## src/dhc_defines.svh

```systemverilog
// Purpose: addresses, field positions and reset values of the debug hold control block
// Assumes: full 32-bit byte addresses on the register bus
// Notes:   included by bare name
`ifndef DHC_DEFINES_SVH
`define DHC_DEFINES_SVH

`define DHC_BASE_ADDR     32'he004_2000
`define DHC_ID_OFS        32'h0000_0000
`define DHC_CTL0_OFS      32'h0000_0004
`define DHC_CTL1_OFS      32'h0000_0008
`define DHC_PORT_CFG_OFS  32'h0000_000c
`define DHC_ROM_BASE      32'he00f_f000
`define DHC_ROM_WIN       6'h3f
`define DHC_RESET_VAL     32'h0000_0000

`define DHC_CTL0_MASK     32'h080b_9f07
`define DHC_CTL1_MASK     32'h0007_0400
`define DHC_PORT_CFG_MASK 32'h0000_0001

`define DHC_SLP_BIT       0
`define DHC_DSLP_BIT      1
`define DHC_STB_BIT       2
`define DHC_FWD_BIT       8
`define DHC_WWD_BIT       9
`define DHC_TMR0_BIT      10
`define DHC_TMR1_BIT      11
`define DHC_TMR2_BIT      12
`define DHC_TW0_BIT       15
`define DHC_TW1_BIT       16
`define DHC_TW2_BIT       17
`define DHC_TMR5_BIT      19
`define DHC_TMR13_BIT     27
`define DHC_RTC_BIT       10
`define DHC_TMR14_BIT     16
`define DHC_TMR15_BIT     17
`define DHC_TMR16_BIT     18
`define DHC_RELEASE_BIT   0

`define DHC_ROM_PID4_IDX  4'h4
`define DHC_ROM_PID0_IDX  4'h8
`define DHC_ROM_PID1_IDX  4'h9
`define DHC_ROM_PID2_IDX  4'ha
`define DHC_ROM_CID0_IDX  4'hc
`define DHC_ROM_CID1_IDX  4'hd
`define DHC_ROM_CID2_IDX  4'he
`define DHC_ROM_CID3_IDX  4'hf
`define DHC_ROM_CID0      8'h0d
`define DHC_ROM_CID1      8'h10
`define DHC_ROM_CID2      8'h05
`define DHC_ROM_CID3      8'hb1

`endif

```

## src/dhc_pkg.sv

```systemverilog
// Purpose: types of the debug hold control block
// Assumes: nothing
// Notes:   bus states are gray coded along idle, fetch, answer
package dhc_pkg;
	typedef enum logic [1:0] {
		DHC_ST_IDLE   = 2'b00,
		DHC_ST_FETCH  = 2'b01,
		DHC_ST_ANSWER = 2'b11
	} dhc_bus_e;
endpackage

```

## src/dhc_rom.sv

```systemverilog
// Purpose: identification table words behind the debug rom window
// Assumes: index is held stable for a cycle before the word is used
// Notes:   read data come from a register, one cycle after the index
`include "dhc_defines.svh"
module dhc_rom import dhc_pkg::*; #(
	parameter logic [6:0]  JEP_ID   = 7'h15,  // arbitrary value
	parameter logic [3:0]  JEP_CONT = 4'h2,   // arbitrary value
	parameter logic [11:0] PART_NUM = 12'h3c1, // arbitrary value
	parameter logic [3:0]  REV      = 4'h1    // arbitrary value
) (
	input  wire logic        clk_i,
	input  wire logic        rst_i,
	input  wire logic [3:0]  idx_i,
	output logic      [31:0] rd_o
);
	logic [31:0] rd_nxt;

	function automatic logic [31:0] rom_word(input logic [3:0] idx);
		logic [7:0] b;
		b = 8'h00;
		unique case (idx)
			`DHC_ROM_PID4_IDX: b = {4'h0, JEP_CONT};
			`DHC_ROM_PID0_IDX: b = PART_NUM[7:0];
			`DHC_ROM_PID1_IDX: b = {JEP_ID[3:0], PART_NUM[11:8]};
			`DHC_ROM_PID2_IDX: b = {REV, 1'b1, JEP_ID[6:4]}; // jedec code in use
			`DHC_ROM_CID0_IDX: b = `DHC_ROM_CID0;
			`DHC_ROM_CID1_IDX: b = `DHC_ROM_CID1;
			`DHC_ROM_CID2_IDX: b = `DHC_ROM_CID2;
			`DHC_ROM_CID3_IDX: b = `DHC_ROM_CID3;
			default:           b = 8'h00;
		endcase
		return {24'h00_0000, b};
	endfunction

	always_comb begin
		rd_nxt = rom_word(idx_i);
	end

	always_ff @(posedge clk_i) begin
		if (rst_i) begin
			rd_o <= 32'h0000_0000;
		end else begin
			rd_o <= rd_nxt;
		end
	end
endmodule // dhc_rom

```

## src/dhc_top.sv

```systemverilog
// Purpose: debug hold control: id and freeze registers, halt freezes, low power clock keeps, pin release
// Assumes: classic wishbone slave, one clock, por_i is the power-on reset, rst_i the system reset
// Notes:   every access is answered two cycles after it is taken
// How it works
// - standby keep selects internal rc clock
// - leaving standby with keep requests system reset
// - deep-sleep keep selects internal rc clock
// - sleep keep leaves bus clock running
// - timer freeze bits hold counters while halted
// - two-wire freeze bits hold bus timeouts
// - rtc freeze bit stops rtc while halted
// - watchdog freeze bits stop watchdog clocks
// - bits change only by software; zero inert
// - control registers cleared by power reset only
// - identification register constant, writes ignored
// - id at base, control zero at four
// - two debug pins, released when unused
// - jedec identification readable from rom table
// - second control register holds rtc freeze
// - second control register holds timer14-16 freezes
`include "dhc_defines.svh"
module dhc_top import dhc_pkg::*; #(
	parameter logic [31:0] ID_VALUE = 32'h0000_5a01, // arbitrary value
	parameter logic [6:0]  JEP_ID   = 7'h15,         // arbitrary value
	parameter logic [3:0]  JEP_CONT = 4'h2,          // arbitrary value
	parameter logic [11:0] PART_NUM = 12'h3c1,       // arbitrary value
	parameter logic [3:0]  REV      = 4'h1           // arbitrary value
) (
	input  wire logic        clk_i,
	input  wire logic        rst_i,
	input  wire logic        por_i,
	input  wire logic        cyc_i,
	input  wire logic        stb_i,
	input  wire logic        we_i,
	input  wire logic [31:0] adr_i,
	input  wire logic [3:0]  sel_i,
	input  wire logic [31:0] dat_i,
	output logic             ack_o,
	output logic             err_o,
	output logic      [31:0] dat_o,
	input  wire logic        core_halted_i,
	input  wire logic        sleep_i,
	input  wire logic        deepsleep_i,
	input  wire logic        standby_i,
	output logic             bus_clock_keep_o,
	output logic             internal_rc_8mhz_clock_sel_o,
	output logic             sysrst_req_o,
	output logic             tmr0_halt_freeze_o,
	output logic             tmr1_halt_freeze_o,
	output logic             tmr2_halt_freeze_o,
	output logic             tmr5_halt_freeze_o,
	output logic             tmr13_halt_freeze_o,
	output logic             tmr14_halt_freeze_o,
	output logic             tmr15_halt_freeze_o,
	output logic             tmr16_halt_freeze_o,
	output logic             twowire0_timeout_freeze_o,
	output logic             twowire1_timeout_freeze_o,
	output logic             twowire2_timeout_freeze_o,
	output logic             window_watchdog_freeze_o,
	output logic             free_watchdog_freeze_o,
	output logic             rtc_halt_freeze_o,
	input  wire logic        swclk_i,
	output logic             swclk_o,
	output logic             swclk_oe_o,
	input  wire logic        swdio_i,
	output logic             swdio_o,
	output logic             swdio_oe_o,
	output logic             dp_swclk_o,
	output logic             dp_swdio_o,
	input  wire logic        dp_swdio_out_i,
	input  wire logic        dp_swdio_oe_i,
	input  wire logic        gpio_swclk_out_i,
	input  wire logic        gpio_swclk_oe_i,
	input  wire logic        gpio_swdio_out_i,
	input  wire logic        gpio_swdio_oe_i
);
	dhc_bus_e    st_r, st_nxt;
	logic        ack_nxt, err_nxt;
	logic [31:0] dat_nxt;
	logic [31:0] ctl0_r, ctl0_nxt;
	logic [31:0] ctl1_r, ctl1_nxt;
	logic [31:0] cfg_r, cfg_nxt;
	logic [31:0] rom_rd;
	logic        rom_hit, reg_hit, wr_ok;
	logic        stb_prev_r, stb_prev_nxt;
	logic        keep_nxt, irc_nxt, rst_req_nxt;
	logic [13:0] frz_r, frz_nxt;
	logic        pins_owned;
	logic [5:0]  pin_nxt;

	function automatic logic at_reg(input logic [31:0] adr, input logic [31:0] ofs);
		return adr == (`DHC_BASE_ADDR + ofs);
	endfunction

	function automatic logic halt_freeze(input logic [31:0] ctl, input int pos, input logic halted);
		return ctl[pos] & halted;
	endfunction

	dhc_rom #(
		.JEP_ID   (JEP_ID),
		.JEP_CONT (JEP_CONT),
		.PART_NUM (PART_NUM),
		.REV      (REV)
	) u_rom (
		.clk_i (clk_i),
		.rst_i (rst_i),
		.idx_i (adr_i[5:2]),
		.rd_o  (rom_rd)
	);

	// the rom only shows its last 16 words; the rest of the 4 kb window reads zero
	assign rom_hit = (adr_i[31:12] == 20'(`DHC_ROM_BASE >> 12));
	assign reg_hit = at_reg(adr_i, `DHC_ID_OFS) | at_reg(adr_i, `DHC_CTL0_OFS) |
	                 at_reg(adr_i, `DHC_CTL1_OFS) | at_reg(adr_i, `DHC_PORT_CFG_OFS);
	// partial lanes are refused rather than merged into a word
	assign wr_ok   = (st_r == DHC_ST_FETCH) && reg_hit && we_i && (sel_i == 4'hf);

	always_comb begin
		st_nxt  = st_r;
		ack_nxt = 1'b0;
		err_nxt = 1'b0;
		dat_nxt = dat_o;
		cfg_nxt = cfg_r;
		unique case (st_r)
			DHC_ST_IDLE: begin
				if (cyc_i && stb_i) begin
					st_nxt = DHC_ST_FETCH;
				end
			end
			DHC_ST_FETCH: begin
				st_nxt = DHC_ST_ANSWER;
				if (!(reg_hit || rom_hit) || sel_i != 4'hf) begin
					err_nxt = 1'b1;
					dat_nxt = 32'h0000_0000;
				end else begin
					ack_nxt = 1'b1;
					if (we_i) begin
						if (at_reg(adr_i, `DHC_PORT_CFG_OFS)) begin
							cfg_nxt = dat_i & `DHC_PORT_CFG_MASK;
						end
					end else if (rom_hit) begin
						dat_nxt = (adr_i[11:6] == `DHC_ROM_WIN) ? rom_rd : 32'h0000_0000;
					end else if (at_reg(adr_i, `DHC_ID_OFS)) begin
						dat_nxt = ID_VALUE;
					end else if (at_reg(adr_i, `DHC_CTL0_OFS)) begin
						dat_nxt = ctl0_r;
					end else if (at_reg(adr_i, `DHC_CTL1_OFS)) begin
						dat_nxt = ctl1_r;
					end else begin
						dat_nxt = cfg_r;
					end
				end
			end
			DHC_ST_ANSWER: begin
				st_nxt = DHC_ST_IDLE;
			end
		endcase
	end

	always_ff @(posedge clk_i) begin
		if (rst_i) begin
			st_r  <= DHC_ST_IDLE;
			ack_o <= 1'b0;
			err_o <= 1'b0;
			dat_o <= 32'h0000_0000;
			cfg_r <= `DHC_RESET_VAL;
		end else begin
			st_r  <= st_nxt;
			ack_o <= ack_nxt;
			err_o <= err_nxt;
			dat_o <= dat_nxt;
			cfg_r <= cfg_nxt;
		end
	end

	// control registers survive system reset so a debugger keeps its setup across it
	always_comb begin
		ctl0_nxt = ctl0_r;
		ctl1_nxt = ctl1_r;
		if (wr_ok && at_reg(adr_i, `DHC_CTL0_OFS)) begin
			ctl0_nxt = dat_i & `DHC_CTL0_MASK;
		end
		if (wr_ok && at_reg(adr_i, `DHC_CTL1_OFS)) begin
			ctl1_nxt = dat_i & `DHC_CTL1_MASK;
		end
	end

	always_ff @(posedge clk_i) begin
		if (por_i) begin
			ctl0_r <= `DHC_RESET_VAL;
			ctl1_r <= `DHC_RESET_VAL;
		end else begin
			ctl0_r <= ctl0_nxt;
			ctl1_r <= ctl1_nxt;
		end
	end

	always_comb begin
		stb_prev_nxt = standby_i;
		keep_nxt     = sleep_i & ctl0_r[`DHC_SLP_BIT];
		irc_nxt      = (standby_i & ctl0_r[`DHC_STB_BIT]) | (deepsleep_i & ctl0_r[`DHC_DSLP_BIT]);
		rst_req_nxt  = stb_prev_r & ~standby_i & ctl0_r[`DHC_STB_BIT];
		frz_nxt[0]   = halt_freeze(ctl0_r, `DHC_TMR0_BIT, core_halted_i);
		frz_nxt[1]   = halt_freeze(ctl0_r, `DHC_TMR1_BIT, core_halted_i);
		frz_nxt[2]   = halt_freeze(ctl0_r, `DHC_TMR2_BIT, core_halted_i);
		frz_nxt[3]   = halt_freeze(ctl0_r, `DHC_TMR5_BIT, core_halted_i);
		frz_nxt[4]   = halt_freeze(ctl0_r, `DHC_TMR13_BIT, core_halted_i);
		frz_nxt[5]   = halt_freeze(ctl1_r, `DHC_TMR14_BIT, core_halted_i);
		frz_nxt[6]   = halt_freeze(ctl1_r, `DHC_TMR15_BIT, core_halted_i);
		frz_nxt[7]   = halt_freeze(ctl1_r, `DHC_TMR16_BIT, core_halted_i);
		frz_nxt[8]   = halt_freeze(ctl0_r, `DHC_TW0_BIT, core_halted_i);
		frz_nxt[9]   = halt_freeze(ctl0_r, `DHC_TW1_BIT, core_halted_i);
		frz_nxt[10]  = halt_freeze(ctl0_r, `DHC_TW2_BIT, core_halted_i);
		frz_nxt[11]  = halt_freeze(ctl0_r, `DHC_WWD_BIT, core_halted_i);
		frz_nxt[12]  = halt_freeze(ctl0_r, `DHC_FWD_BIT, core_halted_i);
		frz_nxt[13]  = halt_freeze(ctl1_r, `DHC_RTC_BIT, core_halted_i);
	end

	always_ff @(posedge clk_i) begin
		if (rst_i) begin
			stb_prev_r                   <= 1'b0;
			bus_clock_keep_o             <= 1'b0;
			internal_rc_8mhz_clock_sel_o <= 1'b0;
			sysrst_req_o                 <= 1'b0;
			frz_r                        <= 14'h0000;
		end else begin
			stb_prev_r                   <= stb_prev_nxt;
			bus_clock_keep_o             <= keep_nxt;
			internal_rc_8mhz_clock_sel_o <= irc_nxt;
			sysrst_req_o                 <= rst_req_nxt;
			frz_r                        <= frz_nxt;
		end
	end

	assign tmr0_halt_freeze_o        = frz_r[0];
	assign tmr1_halt_freeze_o        = frz_r[1];
	assign tmr2_halt_freeze_o        = frz_r[2];
	assign tmr5_halt_freeze_o        = frz_r[3];
	assign tmr13_halt_freeze_o       = frz_r[4];
	assign tmr14_halt_freeze_o       = frz_r[5];
	assign tmr15_halt_freeze_o       = frz_r[6];
	assign tmr16_halt_freeze_o       = frz_r[7];
	assign twowire0_timeout_freeze_o = frz_r[8];
	assign twowire1_timeout_freeze_o = frz_r[9];
	assign twowire2_timeout_freeze_o = frz_r[10];
	assign window_watchdog_freeze_o  = frz_r[11];
	assign free_watchdog_freeze_o    = frz_r[12];
	assign rtc_halt_freeze_o         = frz_r[13];

	// released pins are handed to gpio; the debug engine then sees both its inputs low
	assign pins_owned = ~cfg_r[`DHC_RELEASE_BIT];
	always_comb begin
		pin_nxt[0] = pins_owned ? 1'b0 : gpio_swclk_out_i;
		pin_nxt[1] = pins_owned ? 1'b0 : gpio_swclk_oe_i;
		pin_nxt[2] = pins_owned ? dp_swdio_out_i : gpio_swdio_out_i;
		pin_nxt[3] = pins_owned ? dp_swdio_oe_i : gpio_swdio_oe_i;
		pin_nxt[4] = pins_owned & swclk_i;
		pin_nxt[5] = pins_owned & swdio_i;
	end

	always_ff @(posedge clk_i) begin
		if (rst_i) begin
			{dp_swdio_o, dp_swclk_o, swdio_oe_o, swdio_o, swclk_oe_o, swclk_o} <= 6'h00;
		end else begin
			{dp_swdio_o, dp_swclk_o, swdio_oe_o, swdio_o, swclk_oe_o, swclk_o} <= pin_nxt;
		end
	end
endmodule // dhc_top

```

## config.mk

```make
export PLATFORM = sky130hd
export DESIGN_NAME = dhc_top
export DESIGN_NICKNAME = d
export VERILOG_FILES = /design/src/dhc_pkg.sv /design/src/dhc_rom.sv /design/src/dhc_top.sv
export VERILOG_INCLUDE_DIRS = /design/src /design/src/src
export SDC_FILE = /design/constraint.sdc
export NUM_CORES = 1
export LEC_CHECK = 0
export ABC_CLOCK_PERIOD_IN_PS = 2250
export BUFFER_PORTS_ARGS = -buffer_cell sky130_fd_sc_hd__buf_2
export CORE_MARGIN = 4
export CORE_UTILIZATION = 25
export CTS_CLUSTER_DIAMETER = 40
export CTS_CLUSTER_SIZE = 16
export DETAILED_ROUTE_END_ITERATION = 12
export GPL_ROUTABILITY_DRIVEN = 0
export GPL_TIMING_DRIVEN = 0
export PLACE_DENSITY_LB_ADDON = 0.12
export SLEW_MARGIN = 20
export SYNTH_ARGS = -nofsm -noshare
export SYNTH_HDL_FRONTEND = slang
export SYNTH_SLANG_ARGS = --single-unit
```

## constraint.sdc

```tcl
create_clock -name clk_i -period 2.25 [get_ports clk_i]
set_input_delay 0.3375 -clock clk_i [delete_from_list [all_inputs] [get_ports clk_i]]
set_output_delay 0.3375 -clock clk_i [all_outputs]
set_load 0.02 [all_outputs]
```

==> report_table.html <==
<table>
<tr><th>Metric</th><th>Value</th></tr>
<tr><th colspan="2">Timing</th></tr>
<tr><td>Final period utilization</td><td>90.4%</td></tr>
<tr><td>Endpoints failing setup</td><td>0</td></tr>
<tr><td>Actual transition at the worst max-transition pin</td><td>893 ps</td></tr>
<tr><td>Relative max-transition margin</td><td>39.9%</td></tr>
<tr><td>Final critical delay including setup and external delays</td><td>2030 ps</td></tr>
<tr><td>Number of pins exceeding their max-slew limit in the final report</td><td>0</td></tr>
<tr><td>Unrepaired setup endpoints after global routing</td><td>false</td></tr>
<tr><td>Worst hold slack</td><td>197 ps</td></tr>
<tr><td>Endpoints failing hold</td><td>0</td></tr>
<tr><td>Worst setup skew after layout</td><td>3.47 ps</td></tr>
<tr><td>Achievable Freq</td><td>0.492 GHz</td></tr>
<tr><td>Smallest setup slack after layout</td><td>217 ps</td></tr>
<tr><th colspan="2">Worst setup path</th></tr>
<tr><td>Crit path max-delay cell type</td><td>nor4_4</td></tr>
<tr><td>CP Buf/Inv Count</td><td>4</td></tr>
<tr><td>Maximum net fanout on the critical path</td><td>10</td></tr>
<tr><td>CP Launch Type</td><td>input pin</td></tr>
<tr><td>Critical path class</td><td>in -&gt; reg</td></tr>
<tr><td>Crit path capture type</td><td>register</td></tr>
<tr><td>Reg2Reg Setup Slack</td><td>250 ps</td></tr>
<tr><td>Max incr delay on CP</td><td>450 ps</td></tr>
<tr><td>Library cell appearing most often on the critical path</td><td>nor4_4</td></tr>
<tr><td>Critical path arrival</td><td>2290 ps</td></tr>
<tr><td>Critical Path RT</td><td>2510 ps</td></tr>
<tr><td>Largest delay share family, worst path</td><td>simple AND/OR/NAND/NOR gates</td></tr>
<tr><td>Crit path cell chain</td><td>buf_2, inv_1, ha_1, clkbuf_1, nor4_4, nor4_4, nor2_2, buf_6, mux2i_1</td></tr>
<tr><th colspan="2">Outcome</th></tr>
<tr><td>Outcome</td><td>complete, no violations</td></tr>
<tr><th colspan="2">Floorplan</th></tr>
<tr><td>Starting density of the core</td><td>25.8%</td></tr>
<tr><td>Die Area</td><td>14,400 um2</td></tr>
<tr><td>Horizontal extent of the die</td><td>120 um</td></tr>
<tr><td>I/O pin total</td><td>143</td></tr>
<tr><td>CORE AREA</td><td>12,200 um2</td></tr>
<tr><td>Cell row count</td><td>40</td></tr>
<tr><td>Die Span Y</td><td>120 um</td></tr>
<tr><th colspan="2">Detailed routing</th></tr>
<tr><td>Routed vias/inst</td><td>4.34</td></tr>
<tr><td>Drt first pass iters</td><td>4</td></tr>
<tr><td>Iter 0 DRT Violations</td><td>106</td></tr>
<tr><td>Via count</td><td>2,698</td></tr>
<tr><td>Drt drc</td><td>0</td></tr>
<tr><td>Number of nets with antenna violations after detailed routing</td><td>0</td></tr>
<tr><td>Final WL</td><td>9050 um</td></tr>
<tr><td>Average wire per standard cell</td><td>14.6 um</td></tr>
<tr><th colspan="2">Placed design</th></tr>
<tr><td>Worst slack, placed</td><td>-289 ps</td></tr>
<tr><td>I/O Buffers</td><td>110</td></tr>
<tr><td>Placed standard-cell area</td><td>3950 um2</td></tr>
<tr><td>HPWL after detailed placement</td><td>7130 um</td></tr>
<tr><td>Number of placed instances, taps included</td><td>605</td></tr>
<tr><th colspan="2">GRT</th></tr>
<tr><td>Wire length of the first global-routing pass</td><td>14,500 um</td></tr>
<tr><td>Met1 track utilization from global routing</td><td>17.2%</td></tr>
<tr><td>Number of global-route vias before repair</td><td>2,720</td></tr>
<tr><td>Layer carrying the most global-route usage</td><td>met2</td></tr>
<tr><td>Met2 track demand over resource</td><td>19.7%</td></tr>
<tr><td>Number of antenna violations at the first check in global routing</td><td>0</td></tr>
<tr><td>GRT Residual Overflow</td><td>0</td></tr>
<tr><td>Global Route Usage Sum</td><td>13.0%</td></tr>
<tr><td>Routing usage on met3</td><td>4.48%</td></tr>
<tr><td>Largest net degree at the start of global routing</td><td>13</td></tr>
<tr><th colspan="2">Synthesis</th></tr>
<tr><td>Synthesis warning total</td><td>0</td></tr>
<tr><td>Proportion of synthesized flip-flops having asynchronous set or reset</td><td>0%</td></tr>
<tr><td>Post-synth design cell area</td><td>3140 um2</td></tr>
<tr><td>Number of different library cells in the post-synthesis netlist</td><td>46</td></tr>
<tr><td>Sequential area share after synthesis</td><td>47.1%</td></tr>
<tr><td>Number of synthesized flops with an enable pin</td><td>0</td></tr>
<tr><td>Top FF cell, synth</td><td>dfxtp_1</td></tr>
<tr><td>Syn Area/Cell</td><td>9.95 um2</td></tr>
<tr><td>Cell count after synthesis</td><td>316</td></tr>
<tr><td>Flop and latch count out of synthesis</td><td>74</td></tr>
<tr><th colspan="2">Run</th></tr>
<tr><td># Max-Cap Violations</td><td>0</td></tr>
<tr><th colspan="2">Clock network</th></tr>
<tr><td>Count of hold-fix buffers inserted at cts</td><td>0</td></tr>
<tr><td>Source-to-sink clock delay at the later pin of the worst-skew pair</td><td>330 ps</td></tr>
<tr><td>H-tree levels</td><td>3</td></tr>
<tr><td>Master cell of the clock root buffer</td><td>clkbuf_16</td></tr>
<tr><td>Clock transition at the registers of the reported paths</td><td>60 ps</td></tr>
<tr><td>CTS tree</td><td>built</td></tr>
<tr><td>Number of clock buffers inserted by TritonCTS</td><td>9</td></tr>
<tr><td>Maximum count of clock buffers along a single path</td><td>2</td></tr>
<tr><td>Clock Sink Count</td><td>74</td></tr>
<tr><th colspan="2">Worst hold path</th></tr>
<tr><td>Worst min-delay path category</td><td>in -&gt; reg</td></tr>
<tr><th colspan="2">Final layout</th></tr>
<tr><td>Post-layout util</td><td>35.0%</td></tr>
<tr><td>Post-layout instance count excluding filler cells</td><td>622</td></tr>
<tr><td>Share of layout cells above drive strength 1</td><td>34.6%</td></tr>
<tr><td>Antenna diodes</td><td>0</td></tr>
<tr><td>Synthesis-to-finish area growth</td><td>35.4%</td></tr>
<tr><td>Most common cell after layout, fill and taps aside</td><td>buf_2</td></tr>
<tr><td>Filler Cell Count</td><td>1,309</td></tr>
<tr><td>Final-stage net count</td><td>540</td></tr>
<tr><td>Most used cells in the layout excluding fill and tap cells</td><td>buf_2 (110), dfxtp_1 (74), mux2i_1 (29), nor2_1 (29), nand2_1 (28)</td></tr>
<tr><td>Area taken by multi-input logic gates</td><td>1500 um2</td></tr>
<tr><td>Combined flip-flop and latch cell area</td><td>1480 um2</td></tr>
<tr><td>Post-route cell area</td><td>4260 um2</td></tr>
<tr><th colspan="2">Pwr</th></tr>
<tr><td>Leakage Power</td><td>0.00181 uW</td></tr>
<tr><td>Worst ir drop on vdd</td><td>0.000294 V</td></tr>
<tr><td>Pwr/cell area</td><td>692 nW/um2</td></tr>
</table>
## cell usage after synthesis (2+ instances only)
library cell | count | area share, %
a211oi_1 | 3 | 0.72
a21oi_1 | 7 | 1.1
a22oi_1 | 3 | 0.72
and2_0 | 2 | 0.40
and2_1 | 14 | 2.8
and3_1 | 6 | 1.2
and4_1 | 4 | 1.1
buf_1 | 3 | 0.36
buf_4 | 13 | 3.1
buf_6 | 2 | 0.72
clkbuf_1 | 9 | 1.1
dfxtp_1 | 74 | 47
ha_1 | 5 | 2.0
inv_1 | 13 | 1.6
mux2i_1 | 29 | 9.2
nand2_1 | 28 | 3.3
nand3_1 | 4 | 0.64
nand3b_1 | 2 | 0.48
nand4_1 | 7 | 1.4
nor2_1 | 29 | 3.5
nor2b_1 | 6 | 1.2
nor4_1 | 6 | 1.2
nor4_2 | 2 | 0.80
nor4_4 | 4 | 2.7
o211ai_1 | 6 | 1.4
o21ai_0 | 5 | 0.80
o22ai_1 | 4 | 0.80
o32ai_1 | 6 | 1.7
or3_1 | 3 | 0.60
## metal layers
metal,routed length (um),vias up
met5,0,-
met4,125,0
met3,764,9
met2,3910,105
met1,4250,1218
li1,-,1366
## worst register-to-register path, stage by stage, from the launching register on
cell and delay [ps]:
dfxtp_1 340, nor2b_2 400, nand3_1 190, nor4_4 410, buf_6 260, mux2i_1 220, nor2_1 50
## final timing paths
path | depth (start not counted) | from | to
worst max-delay path | 9 | adr_i[3] | dat_o[7]
worst min-delay path | 2 | standby_i | sysrst_req_o
worst max register to register | 6 | st_r[0] | ctl0_r[27]
worst min register to register | 2 | u_rom.rd_o[3] | dat_o[3]
## cells by family after synthesis
kind of cell	after synthesis	synth area share [%]
buffers and inverters	40	6.81
flip-flops	74	47.1
adder cells (fa/ha/maj)	5	1.99
other	1	0.119
AO/OA/AOI/OAI	41	10.2
multiplexers	29	9.24
AND/OR/NAND/NOR	126	24.5
## metrics by stage
step                      TNS [ps]  power, uW
after CTS                        0       3000
final                            0       2950
after global routing             0       3080
after detailed placement     -5940       1600
after floorplan                  0       1490
after global placement       -6050       1600
## final cells by class
cell class | instances | share of cell area [%]
multi-input cells | 213 | 35.3
flip-flops and latches | 74 | 34.8
repair buffers | 111 | 13.1
clock buffers | 12 | 6.26
well taps | 168 | 4.94
plain buffers | 27 | 3.88
inverters | 13 | 1.15
clock inverters | 4 | 0.588
## state kept, by name, indices dropped and copies added (netlist names)
register	count
cfg_r	1
swclk_oe_o	1
dp_swclk_o	1
sysrst_req_o	1
dat_o	20
swdio_o	1
err_o	1
u_rom.rd_o	8
bus_clock_keep_o	1
ctl1_r	4
stb_prev_r	1
swdio_oe_o	1
st_r	2
internal_rc_8mhz_clock_sel_o	1
dp_swdio_o	1
ctl0_r	13
ack_o	1
swclk_o	1
frz_r	14
## power breakdown
| group | switching [uW] | leakage [uW] | internal, uW |
|---|---|---|---|
| clock | 541 | 0.000141 | 832 |
| sequential | 4.25 | 0.000599 | 1320 |
| combinational | 147 | 0.00107 | 98.1 |
| total | 692 | 0.00181 | 2250 |
## repair_timing
action                                  CTS  global route
setup buffers                             0             1
gates resized for setup                   1             1
endpoints found under the setup margin    4            12
pin swaps                                 0             2
(Power assumes the default switching activity.)
